**src/logic/vss_pkg.sv**
```systemverilog
package vss_pkg;
    // top-level state of the sequencer
    typedef enum logic [1:0] {
        VSS_SHUT,
        VSS_SOFT,
        VSS_RUN
    } vss_state_t;

    // apb register byte offsets
    localparam logic [11:0] VSS_CTRL_OFS = 12'h000;
    localparam logic [11:0] VSS_STATUS_OFS = 12'h004;
    localparam logic [11:0] VSS_CODE_OFS = 12'h008;
    localparam logic [11:0] VSS_SSCNT_OFS = 12'h00c;
    localparam logic [11:0] VSS_LEVEL_OFS = 12'h010;

    // ctrl field positions and reset value
    localparam int VSS_CTRL_SOFT_EN_BIT = 0;
    localparam logic [31:0] VSS_CTRL_RESET = 32'h0000_0001;

    // status field positions
    localparam int VSS_ST_STATE_LSB = 0;
    localparam int VSS_ST_POWER_GOOD_FLAG_BIT = 2;
    localparam int VSS_ST_PEND_BIT = 3;
    localparam int VSS_ST_OSC_BIT = 4;

    // code register field positions
    localparam int VSS_CD_REF_LSB = 0;
    localparam int VSS_CD_GOAL_LSB = 8;
    localparam int VSS_CD_PEND_LSB = 16;
    localparam int VSS_CD_SAMP_LSB = 24;

    // level register field positions
    localparam int VSS_LV_TARGET_LSB = 0;
    localparam int VSS_LV_IRAMP_LSB = 16;

    // identification code and reference scale
    localparam int VSS_CODE_W = 5;
    localparam logic [4:0] VSS_CODE_RSV = 5'h1f;
    localparam logic [4:0] VSS_CODE_RESET = 5'h1f;
    localparam int VSS_REF_TOP_STEPS = 62;
    localparam int VSS_STEP_MV = 25;
    localparam int VSS_MV_W = 12;

    // soft-start timing and ramp shape
    localparam int VSS_SS_W = 11;
    localparam int VSS_SS_CYCLES = 2048;
    localparam logic [10:0] VSS_SS_LAST = 11'h7ff;
    localparam int VSS_RAMP_PCT = 140;
    localparam int VSS_IRAMP_UA = 160;
    localparam int VSS_IRAMP_W = 8;

    // pin synchroniser depth
    localparam int VSS_SYNC_STAGES = 2;
endpackage

```
**src/logic/vss_sync.sv**
```systemverilog
`timescale 1ns/1ns
module vss_sync
    import vss_pkg::*;
#(
    parameter int WIDTH = 1
)
(
    input wire logic pclk,
    input wire logic presetn,
    input wire logic [WIDTH-1:0] d,
    output logic [WIDTH-1:0] q
);
    typedef struct packed {
        logic [WIDTH-1:0] s1;
        logic [WIDTH-1:0] s2;
    } vss_sync_st_t;

    vss_sync_st_t st_r;
    vss_sync_st_t st_nxt;

    // stage one feeds only stage two, so metastability never reaches logic
    always_comb
    begin
        st_nxt.s1 = d;
        st_nxt.s2 = st_r.s1;
    end

    always_ff @(posedge pclk or negedge presetn)
    begin
        if (!presetn)
            st_r <= '0;
        else
            st_r <= st_nxt;
    end

    assign q = st_r.s2;
endmodule

```
**src/logic/vss_ref_math.sv**
```systemverilog
`timescale 1ns/1ns
module vss_ref_math
    import vss_pkg::*;
(
    input wire logic [4:0] ref_code,
    input wire logic [10:0] ss_cnt,
    input wire vss_pkg::vss_state_t state,
    output logic [11:0] ref_mv,
    output logic [11:0] ramp_mv,
    output logic [7:0] iramp_ua,
    output logic [11:0] target_mv
);
    logic [31:0] ref_w;
    logic [31:0] ramp_w;
    logic [31:0] iramp_w;

    // reference, ramp and offset current; pure combinational, registered above
    always_comb
    begin
        ref_w = (32'(VSS_REF_TOP_STEPS) - 32'(ref_code)) * 32'(VSS_STEP_MV);
        ramp_w = ref_w;
        iramp_w = 32'd0;
        if (state == VSS_SOFT)
        begin
            // linear ramp to 140 percent over the counter span
            ramp_w = (ref_w * 32'(VSS_RAMP_PCT) * 32'(ss_cnt))
                / (32'd100 * 32'(VSS_SS_CYCLES));
            iramp_w = (32'(VSS_IRAMP_UA) * (32'(VSS_SS_CYCLES) - 32'(ss_cnt)))
                / 32'(VSS_SS_CYCLES);
        end
        else if (state == VSS_RUN)
            ramp_w = (ref_w * 32'(VSS_RAMP_PCT)) / 32'd100;
        ref_mv = ref_w[11:0];
        ramp_mv = ramp_w[11:0];
        iramp_ua = iramp_w[7:0];
        // the lower of ramp and reference is regulated during soft-start
        target_mv = (state == VSS_SOFT && ramp_w < ref_w) ? ramp_w[11:0] : ref_w[11:0];
    end
endmodule

```
**src/logic/vss_sequencer.sv**
```systemverilog
// Register access over APB and the register addresses were chosen for this implementation.
`timescale 1ns/1ns
module vss_sequencer
    import vss_pkg::*;
(
    input wire logic pclk,
    input wire logic presetn,
    input wire logic psel,
    input wire logic penable,
    input wire logic pwrite,
    input wire logic [11:0] paddr,
    input wire logic [31:0] pwdata,
    output logic [31:0] prdata,
    output logic pready,
    output logic pslverr,
    input wire logic por_ok,
    input wire logic enable_cmp,
    input wire logic freq_select_disable,
    input wire logic phase_clk,
    input wire logic [4:0] voltage_id_code,
    input wire logic out_in_window,
    input wire logic [1:0] pwm_mod,
    output logic [1:0] pwm_out,
    output logic [1:0] pwm_oe,
    output logic power_good_flag_out,
    output logic power_good_flag_oe,
    output logic osc_run,
    output logic [4:0] ref_code,
    output logic [11:0] target_mv,
    output logic [11:0] ramp_mv,
    output logic [7:0] iramp_ua
);
    import vss_pkg::*;

    typedef struct packed {
        vss_state_t state;
        logic ph_prev;
        logic [4:0] samp;
        logic [4:0] pend;
        logic pend_v;
        logic [4:0] goal;
        logic [4:0] refc;
        logic step_ph;
        logic [10:0] ss_cnt;
        logic soft_en;
        logic [31:0] prdata;
        logic pready;
        logic pslverr;
        logic [1:0] pwm_out;
        logic [1:0] pwm_oe;
        logic pg_oe;
        logic osc_run;
        logic [11:0] target_mv;
        logic [11:0] ramp_mv;
        logic [7:0] iramp_ua;
    } vss_seq_st_t;

    vss_seq_st_t st_r;
    vss_seq_st_t st_nxt;

    logic [4:0] code_s;
    logic [1:0] pwm_s;
    logic [4:0] lvl_s;
    logic por_s;
    logic en_s;
    logic dis_n_s;
    logic ph_s;
    logic win_s;
    logic pulse;
    logic start_ok;
    logic [11:0] m_ref;
    logic [11:0] m_ramp;
    logic [7:0] m_iramp;
    logic [11:0] m_target;

    // all pins pass two flops; comparator levels arrive already with hysteresis
    vss_sync #(.WIDTH(12)) u_sync (
        .pclk(pclk),
        .presetn(presetn),
        .d({voltage_id_code, pwm_mod, por_ok, enable_cmp, freq_select_disable,
            phase_clk, out_in_window}),
        .q({code_s, pwm_s, lvl_s})
    );
    assign por_s = lvl_s[4];
    assign en_s = lvl_s[3];
    assign dis_n_s = lvl_s[2];
    assign ph_s = lvl_s[1];
    assign win_s = lvl_s[0];

    // rising edge of the phase clock marks the start of a channel-one cycle
    assign pulse = ph_s & ~st_r.ph_prev;

    // every start condition together; bias gates enable first
    assign start_ok = por_s & en_s & dis_n_s & st_r.soft_en & (st_r.samp != VSS_CODE_RSV);

    // levels for the state that is being entered, registered below
    vss_ref_math u_math (
        .ref_code(st_nxt.refc),
        .ss_cnt(st_nxt.ss_cnt),
        .state(st_nxt.state),
        .ref_mv(m_ref),
        .ramp_mv(m_ramp),
        .iramp_ua(m_iramp),
        .target_mv(m_target)
    );

    // sequencing, code validation, stepping and the apb slave
    always_comb
    begin
        st_nxt = st_r;
        st_nxt.ph_prev = ph_s;
        if (pulse)
            st_nxt.samp = code_s;
        unique case (st_r.state)
            VSS_SHUT:
            begin
                if (start_ok)
                begin
                    st_nxt.state = VSS_SOFT;
                    st_nxt.ss_cnt = '0;
                    st_nxt.goal = st_r.samp;
                    st_nxt.refc = st_r.samp;
                    st_nxt.pend_v = 1'b0;
                    st_nxt.step_ph = 1'b0;
                end
            end
            VSS_SOFT, VSS_RUN:
            begin
                if (!start_ok || (pulse && code_s == VSS_CODE_RSV))
                    st_nxt.state = VSS_SHUT;
                else if (pulse)
                begin
                    if (st_r.state == VSS_SOFT)
                    begin
                        st_nxt.ss_cnt = st_r.ss_cnt + 11'h001;
                        if (st_r.ss_cnt == VSS_SS_LAST)
                            st_nxt.state = VSS_RUN;
                    end
                    // a new code waits one whole cycle before it is believed
                    if (st_r.pend_v)
                    begin
                        if (code_s == st_r.pend)
                        begin
                            st_nxt.goal = st_r.pend;
                            st_nxt.pend_v = 1'b0;
                            st_nxt.step_ph = 1'b0;
                        end
                        else if (code_s == st_r.goal)
                            st_nxt.pend_v = 1'b0;
                        else
                            st_nxt.pend = code_s;
                    end
                    else if (code_s != st_r.goal)
                    begin
                        st_nxt.pend = code_s;
                        st_nxt.pend_v = 1'b1;
                    end
                    // one step every second cycle, same in both directions
                    if (st_r.refc != st_r.goal)
                    begin
                        st_nxt.step_ph = ~st_r.step_ph;
                        if (st_r.step_ph)
                            st_nxt.refc = (st_r.refc < st_r.goal) ? st_r.refc + 5'h01
                                : st_r.refc - 5'h01;
                    end
                    else
                        st_nxt.step_ph = 1'b0;
                end
            end
        endcase
        // outputs; pwm released to high impedance whenever shut down
        st_nxt.pwm_oe = (st_nxt.state == VSS_SHUT) ? 2'b00 : 2'b11;
        st_nxt.pwm_out = pwm_s;
        st_nxt.osc_run = dis_n_s;
        st_nxt.pg_oe = !(st_nxt.state == VSS_RUN && win_s);
        st_nxt.target_mv = m_target;
        st_nxt.ramp_mv = m_ramp;
        st_nxt.iramp_ua = m_iramp;
        // apb: answer with zero wait states, pready raised for the access cycle
        st_nxt.pready = 1'b0;
        st_nxt.pslverr = 1'b0;
        if (psel && !penable)
        begin
            st_nxt.pready = 1'b1;
            st_nxt.prdata = '0;
            unique case (paddr)
                VSS_CTRL_OFS:
                    st_nxt.prdata[VSS_CTRL_SOFT_EN_BIT] = st_r.soft_en;
                VSS_STATUS_OFS:
                begin
                    st_nxt.prdata[VSS_ST_STATE_LSB +: 2] = st_r.state;
                    st_nxt.prdata[VSS_ST_POWER_GOOD_FLAG_BIT] = ~st_r.pg_oe;
                    st_nxt.prdata[VSS_ST_PEND_BIT] = st_r.pend_v;
                    st_nxt.prdata[VSS_ST_OSC_BIT] = st_r.osc_run;
                end
                VSS_CODE_OFS:
                begin
                    st_nxt.prdata[VSS_CD_REF_LSB +: 5] = st_r.refc;
                    st_nxt.prdata[VSS_CD_GOAL_LSB +: 5] = st_r.goal;
                    st_nxt.prdata[VSS_CD_PEND_LSB +: 5] = st_r.pend;
                    st_nxt.prdata[VSS_CD_SAMP_LSB +: 5] = st_r.samp;
                end
                VSS_SSCNT_OFS:
                    st_nxt.prdata[10:0] = st_r.ss_cnt;
                VSS_LEVEL_OFS:
                begin
                    st_nxt.prdata[VSS_LV_TARGET_LSB +: 12] = st_r.target_mv;
                    st_nxt.prdata[VSS_LV_IRAMP_LSB +: 8] = st_r.iramp_ua;
                end
                default:
                    st_nxt.pslverr = 1'b1; // unmapped address
            endcase
        end
        if (psel && penable && st_r.pready && pwrite && !st_r.pslverr &&
            paddr == VSS_CTRL_OFS)
            st_nxt.soft_en = pwdata[VSS_CTRL_SOFT_EN_BIT];
    end

    always_ff @(posedge pclk or negedge presetn)
    begin
        if (!presetn)
        begin
            st_r <= '0;
            st_r.state <= VSS_SHUT;
            st_r.samp <= VSS_CODE_RESET;
            st_r.goal <= VSS_CODE_RESET;
            st_r.refc <= VSS_CODE_RESET;
            st_r.soft_en <= VSS_CTRL_RESET[VSS_CTRL_SOFT_EN_BIT];
            st_r.pg_oe <= 1'b1; // power good held low through reset
        end
        else
            st_r <= st_nxt;
    end

    assign prdata = st_r.prdata;
    assign pready = st_r.pready;
    assign pslverr = st_r.pslverr;
    assign pwm_out = st_r.pwm_out;
    assign pwm_oe = st_r.pwm_oe;
    assign power_good_flag_out = 1'b0; // open drain: only ever pulls low
    assign power_good_flag_oe = st_r.pg_oe;
    assign osc_run = st_r.osc_run;
    assign ref_code = st_r.refc;
    assign target_mv = st_r.target_mv;
    assign ramp_mv = st_r.ramp_mv;
    assign iramp_ua = st_r.iramp_ua;
endmodule

```
**config.mk**
```make
export PLATFORM = sky130hd
export DESIGN_NAME = vss_sequencer
export DESIGN_NICKNAME = d
export VERILOG_FILES = /design/src/logic/vss_pkg.sv /design/src/logic/vss_sync.sv /design/src/logic/vss_ref_math.sv /design/src/logic/vss_sequencer.sv
export SDC_FILE = /design/constraint.sdc
export NUM_CORES = 1
export LEC_CHECK = 0
export BUFFER_PORTS_ARGS = -buffer_cell sky130_fd_sc_hd__clkbuf_2
export CAP_MARGIN = 0
export CORE_AREA = 2 2 203 205
export DETAILED_ROUTE_END_ITERATION = 10
export DIE_AREA = 0 0 205 207
export GPL_ROUTABILITY_DRIVEN = 0
export PLACE_DENSITY = 0.79
export SYNTH_ARGS = -nofsm -noshare
export SYNTH_HDL_FRONTEND = slang
export SYNTH_SLANG_ARGS = --single-unit
```
**constraint.sdc**
```tcl
create_clock -name pclk -period 23.5 [get_ports pclk]
set_input_delay 2.35 -clock pclk [delete_from_list [all_inputs] [get_ports pclk]]
set_output_delay 2.35 -clock pclk [all_outputs]
set_load 0.005 [all_outputs]
```
# After elaboration in Yosys (flattened, before gate mapping)
# Index checks and enable logic that the tools add are counted.
# Widths: inputs -> output; s select.
[totals]
output_inout_bits = 78
ff_bits = 127
latchBits = 0
romBits = 0
n_memories = 0
in_bits = 61
mem_bits_rw = 0
word_cells = 128
[op_classes]
shifts = 0
mux = 39
addsub = 5
magnitude_cmp = 2
bitwise_logic = 9
n_eq_ne = 22
multipliers = 4
div = 2
n_reduce_logical = 23
[ops]
columns = ["op", "n"]
rows = [
  ["$mux 23", 3],
  ["$mux 32", 2],
  ["$pmux 23 s2", 1],
  ["$mux 5", 8],
  ["$div 32x18->32 const B", 1],
  ["$div 32x7->32 const B", 1],
  ["$lt 32x32->1", 1],
  ["$mul 3x32->14 const A", 1],
  ["$mul 32x5->32 const B", 1],
  ["$mul 32x6->30 const B", 1],
  ["$mul 30x11->30", 1],
  ["$eq 12x4->1 const B", 2],
  ["$pmux 4 s4", 1],
  ["$mux 2", 7],
  ["$ne 2x2->1 const B", 7],
  ["$sub 12x11->13 const A", 1],
  ["$eq 12x3->1 const B", 1],
  ["$eq 12x5->1 const B", 1],
  ["$logic_not 12->1", 1],
  ["$mux 12", 1],
  ["$mux 6", 2],
  ["$add 11x1->11 const B", 1],
  ["$eq 11x11->1 const B", 1],
  ["$mux 11", 1],
  ["other kinds (31)", 58],
]

# Logic depth before layout (Yosys ltp)
[depth]
word_depth = 17
mapped_depth = 99
mapped_depth_nobuf = 91

# By module
# A second synthesis with hierarchy kept.
[hier_totals]
hier_cells = 3062
area_unflattened_um2 = 24694.9
[modules_own_cells]
columns = ["module", "cells_per_inst", "area_each_um2", "instances", "seq_area_each_um2"]
rows = [
  ["vss_ref_math", 2560, 19034.5, 1, 0.0],
  ["vss_sequencer", 478, 5059.9, 1, 2573.7],
  ["vss_sync", 24, 600.6, 1, 600.6],
]

# Worst setup path after synthesis
# Ideal clock, no wire load.
[synth_timing]
path_kind = "register to register"
from = "register st_r[72] (netlist name)"
to = "register st_r, in the netlist target_mv[2]"
t_arrival_ps = 22919
stages_incl_launch_ff = 92
period_less_slack_ps = 23047
n_path_buf = 5
setup_slack_ps = 453
required_time_ps = 23372
setup_ps = 128
path_cell_list = "dfstp_2 > nand4_1 > a41oi_1 > o21ai_0 > nor3b_1 > o211ai_1 > xnor2_1 > mux2i_1 > ha_1 > xor2_1 > inv_1 > ha_1 > ha_1 > ha_1 > fa_1 > a21o_1 > a21oi_1 > xor2_1 > [... 56 more ...] > maj3_1 > o21ai_2 > a21oi_1 > or2_1 > maj3_1 > a22oi_1 > and2b_1 > nor2_1 > o21ai_0 > ha_1 > a21o_1 > a21oi_1 > nand2_1 > a31oi_1 > a2111oi_0 > a21oi_2 > buf_6 > mux2_1"
[synth_between]
elab_chain_len = 15
word_cells_on_any_way = 23
cone_classes = "1 x add/sub; 3 x mul; 2 x div; 1 x order compare; 2 x eq/ne; 9 x mux; 2 x bitwise; 3 x reduce/logical"
[synth_lines]
columns = ["element", "line", "rtl"]
rows = [
  ["start, declared", "vss_sequencer.sv:58", "vss_seq_st_t st_r;"],
  ["start signal, assigned", "vss_sequencer.sv:232", "st_r <= st_nxt;"],
  ["$and 1x1->1 * (2 in series)", "vss_sequencer.sv:94", "assign start_ok = por_s & en_s & dis_n_s & st_r.soft_en & (st_r.samp != VSS_CODE_RSV);"],
  ["$logic_not 1->1", "vss_sequencer.sv:129", "if (!start_ok || (pulse && code_s == VSS_CODE_RSV))"],
  ["$logic_or 1x1->1", "vss_sequencer.sv:129", ""],
  ["$mux 23", "vss_sequencer.sv:129", ""],
  ["$pmux 23 s2 *", "vss_sequencer.sv:114", "unique case (st_r.state)"],
  ["$sub 6x5->7 *", "vss_ref_math.sv:20", "ref_w = (32'(VSS_REF_TOP_STEPS) - 32'(ref_code)) * 32'(VSS_STEP_MV);"],
  ["$mul 32x5->32 *", "vss_ref_math.sv:20", ""],
  ["named net m_ref[0]", "vss_sequencer.sv:71", "logic [11:0] m_ref;"],
  ["$mul 32x6->30 *", "vss_ref_math.sv:26, vss_ref_math.sv:32", ""],
  ["$mul 30x11->30 / $div 32x7->32 (equally long branches)", "vss_ref_math.sv:26, vss_ref_math.sv:32", ""],
  ["$div 32x18->32 / $mux 32 (equally long branches)", "vss_ref_math.sv:27, vss_ref_math.sv:31", ""],
  ["$mux 32 *", "vss_ref_math.sv:23", "if (state == VSS_SOFT)"],
  ["named net m_ramp[1]", "vss_sequencer.sv:72", "logic [11:0] m_ramp;"],
  ["$lt 32x32->1 *", "vss_ref_math.sv:37", "target_mv = (state == VSS_SOFT && ramp_w < ref_w) ? ramp_w[11:0] : ref_w[11:0];"],
  ["$logic_and 1x1->1 *", "vss_ref_math.sv:37", ""],
  ["$mux 12 *", "vss_ref_math.sv:37", ""],
  ["named net m_target[2]", "vss_sequencer.sv:74", "logic [11:0] m_target;"],
]
# The timed path passes the listed nets; every way through them passes the cells marked *. The select of a mux whose other input is x is not followed.
# A chain may end at the register's enable or synchronous reset.

# Final worst setup path
[layout_timing]
from = "register st_r[72] (netlist name)"
to = "register st_r, in the netlist target_mv[11]"
# The elaborated chain is that of the path after synthesis.

==> metrics.csv <==
metric;value;unit
beginning of the worst register-to-register path;st_r[72];
Required @ worst endpoint;23.78;ns
run status;completed;
post-route setup slack;0.3396;ns
overall global routing resource usage;0.3224;
Syn. warnings;0;
initial core utilization;0.5730;
max cap viols;0;
Die Area;0.04244;sq mm
count of vias placed by the detailed router;23560;
nature of the critical path startpoint;flip-flop;
CTS H-tree lvls;4;
register bit total from synthesis;126;
Final Max Tran Viols;0;
source-to-sink clock delay at the later pin of the worst-skew pair;0.42;ns
worst slack at placement;-0.8569;ns
hold bufs inserted after CTS;0;
kind of end point of the critical path;flip-flop;
maximum number of pins on one net before global-route repair;72;
number of setup violations in the final report;0;
Cell variety after synth;130;
CTS tree;built;
Crit Path Class;reg -> reg;
Worst Hold Depth;0;
cell area after synthesis;0.02313;sq mm
headroom to the max-slew limit;0.07521;
share of async-settable or async-resettable flops after synthesis;1.000;
half-perimeter wire length after placement;55390;um
Synth Flop Type;sky130_fd_sc_hd__dfrtp_1;
# diodes;0;
net count reported at finish;3353;
Syn-to-layout area delta;10.85;%
Mapped Cells;2895;
Period Utilization, post-route;0.9856;
post-detailed-route DRC marker count;0;
Worst Hold Slack;0.3507;ns
cell with the most instances after synthesis;sky130_fd_sc_hd__nand2_1;
number of antenna violations at the first check in global routing;0;
kind of path behind the tightest hold check;reg -> reg;
total overflow reported by the global router;0;
sequential-to-total area share from yosys stat;0.1372;
share of post-route cells with drive strength above 1;0.1773;
port bufs;100;
clock period minus final worst setup slack;23.16;ns
number of CTS-inserted buffers;17;
area of the core region;0.04037;sq mm
TritonCTS Sinks;126;
capture point of the worst reg-to-reg path;target_mv[11];
first-pass iteration count of the detailed router;8;
Die Span X;205;um
f_max;0.04318;GHz
most area-hungry cell type in the Yosys netlist;sky130_fd_sc_hd__fa_1;
instance count after placement with tap cells included;3438;
most frequent cells after synthesis;295 x sky130_fd_sc_hd__nand2_1, 285 x sky130_fd_sc_hd__nor2_1, 208 x sky130_fd_sc_hd__inv_1;
final non-filler cell total;3510;
maximum fanout along the worst path;13;
final sum of negative setup slack;0;ns
cell type of the slowest stage on the worst timing path;sky130_fd_sc_hd__or4b_4;
average cell area after synthesis;7.990;sq um
register-to-register setup slack;0.34;ns
vias in the first global route;22670;
Via density;6.713;
data arrival time of the critical path;23.44;ns
buffer cell driving the clock tree root;sky130_fd_sc_hd__clkbuf_16;
die height;207;um
R2R cell count;88;
global-route wire length before repair;113200;um
clock slew seen by the registers of the worst setup and hold paths;0.06;ns
origin of the worst min-delay path;u_sync.st_nxt[11];
number of buffers on the longest clock path;2;
per-cell routed wire length;20.46;um
count of antenna-violating nets left after detailed routing;0;
top-area cell type share of the netlist area;0.1333;
Rows;74;
number of synthesized flops with an enable pin;0;
Least-Margin Pin Slew;1.382;ns
destination of the worst hold path;u_sync.q[11];
clock tree skew after final layout;0.01008;ns
drt first-iter violations;2883;
num ports;139;
count of endpoints failing hold in the final timing report;0;
Post-Route WL;71830;um
fill cell instance count of the final layout;3266;
top area cells in the synthesized netlist;sky130_fd_sc_hd__fa_1 13%, sky130_fd_sc_hd__dfrtp_1 12%, sky130_fd_sc_hd__ha_1 9.4%, sky130_fd_sc_hd__nand2_1 4.8%, sky130_fd_sc_hd__nor2_1 4.6%;
crit-path max cell delay;0.59;ns
[per-stage QoR]
step             util  cell area (sq um)
2_1_floorplan       -              23150
3_3_place_gp   0.5948              24010
3_5_place_dp   0.5948              24010
4_1_cts        0.6131              24750
5_1_grt        0.6351              25640
6_report       0.6351              25640
[worst max-delay path by stage]
| stage | start | end | slack [ns] | cells past startpoint |
|---|---|---|---|---|
| floorplan | st_r[72] | target_mv[2] | 0.45 | 91 |
| global placement | st_r[91] | target_mv[8] | -0.21 | 90 |
| detailed placement | st_r[91] | target_mv[8] | -0.86 | 91 |
| CTS | st_r[91] | target_mv[11] | 0.04 | 94 |
| global route | st_r[72] | target_mv[11] | -0.29 | 87 |
| finish | st_r[72] | target_mv[11] | 0.34 | 88 |
[layout make-up]
class / instances / area (sq um) / share of cell area
Multi-Input combinational cell: 2371 / 18900 / 0.7370
Sequential cell: 126 / 3174 / 0.1238
Timing Repair Buffer: 238 / 1546 / 0.06032
Inverter: 211 / 794.5 / 0.03099
Tap cell: 532 / 665.6 / 0.02596
Clock buffer: 18 / 429.2 / 0.01674
Clock inverter: 14 / 132.6 / 0.005173
[state kept, by name, indices dropped and copies added, names as in the netlist]
register            flops
iramp_ua                8
osc_run                 1
power_good_flag_oe      1
prdata                 26
pready                  1
pslverr                 1
pwm_oe                  1
pwm_out                 2
ramp_mv                12
ref_code                5
st_r                   32
target_mv              12
u_sync.q               12
u_sync.st_nxt          12
[cell usage in the layout (no fill, tap or decap), types with 35 or more instances in the layout]
cell	n
sky130_fd_sc_hd__mux2i_1	35
sky130_fd_sc_hd__inv_1	208
sky130_fd_sc_hd__clkbuf_2	99
sky130_fd_sc_hd__ha_1	162
sky130_fd_sc_hd__o21a_1	36
sky130_fd_sc_hd__xnor2_1	86
sky130_fd_sc_hd__buf_4	137
sky130_fd_sc_hd__and2_1	43
sky130_fd_sc_hd__o211ai_1	61
sky130_fd_sc_hd__a21o_1	40
sky130_fd_sc_hd__xor2_1	41
sky130_fd_sc_hd__a21oi_1	129
sky130_fd_sc_hd__nand3_1	87
sky130_fd_sc_hd__dfrtp_1	109
sky130_fd_sc_hd__nor2_1	277
sky130_fd_sc_hd__o21ai_0	112
sky130_fd_sc_hd__nor3_1	48
sky130_fd_sc_hd__fa_1	154
sky130_fd_sc_hd__nand2_1	293
[critical path: cells and delay by family (launching register included)]
kind,cells,cell delay [ns]
AOI/OAI and AO/OA,38,8.40
xor gates and xnor gates,3,0.62
adders and majority gates,19,7.61
buffers and inverters,12,1.79
DFF,1,0.54
muxes,2,0.64
and+or+nand+nor,14,3.40
[cells by family after synthesis]
family	synth area share
and+or+nand+nor	0.2032
AOI/OAI and AO/OA	0.2571
buffers and inverters	0.07995
adders and majority gates	0.2308
xor gates and xnor gates	0.05404
DFF	0.1372
muxes	0.03749
other	0.0001621
[what timing repair did]
action,CTS,global route
endpoints found under the setup margin,12,14
cloned,1,0
setup buffers,7,32
resized for setup,26,135
pin swaps,6,38
[per-layer routing]
metal  vias up  part of all wire  track usage
li1      10540                 -            -
met1     11190              0.38       0.4077
met2      1500              0.47       0.5375
met3       330             0.096      0.04877
met4         0             0.054       0.1543
met5         -                 0            0
Power is not shown: default switching activity piles up to over one toggle a cycle in this logic, so the estimate is an artifact.
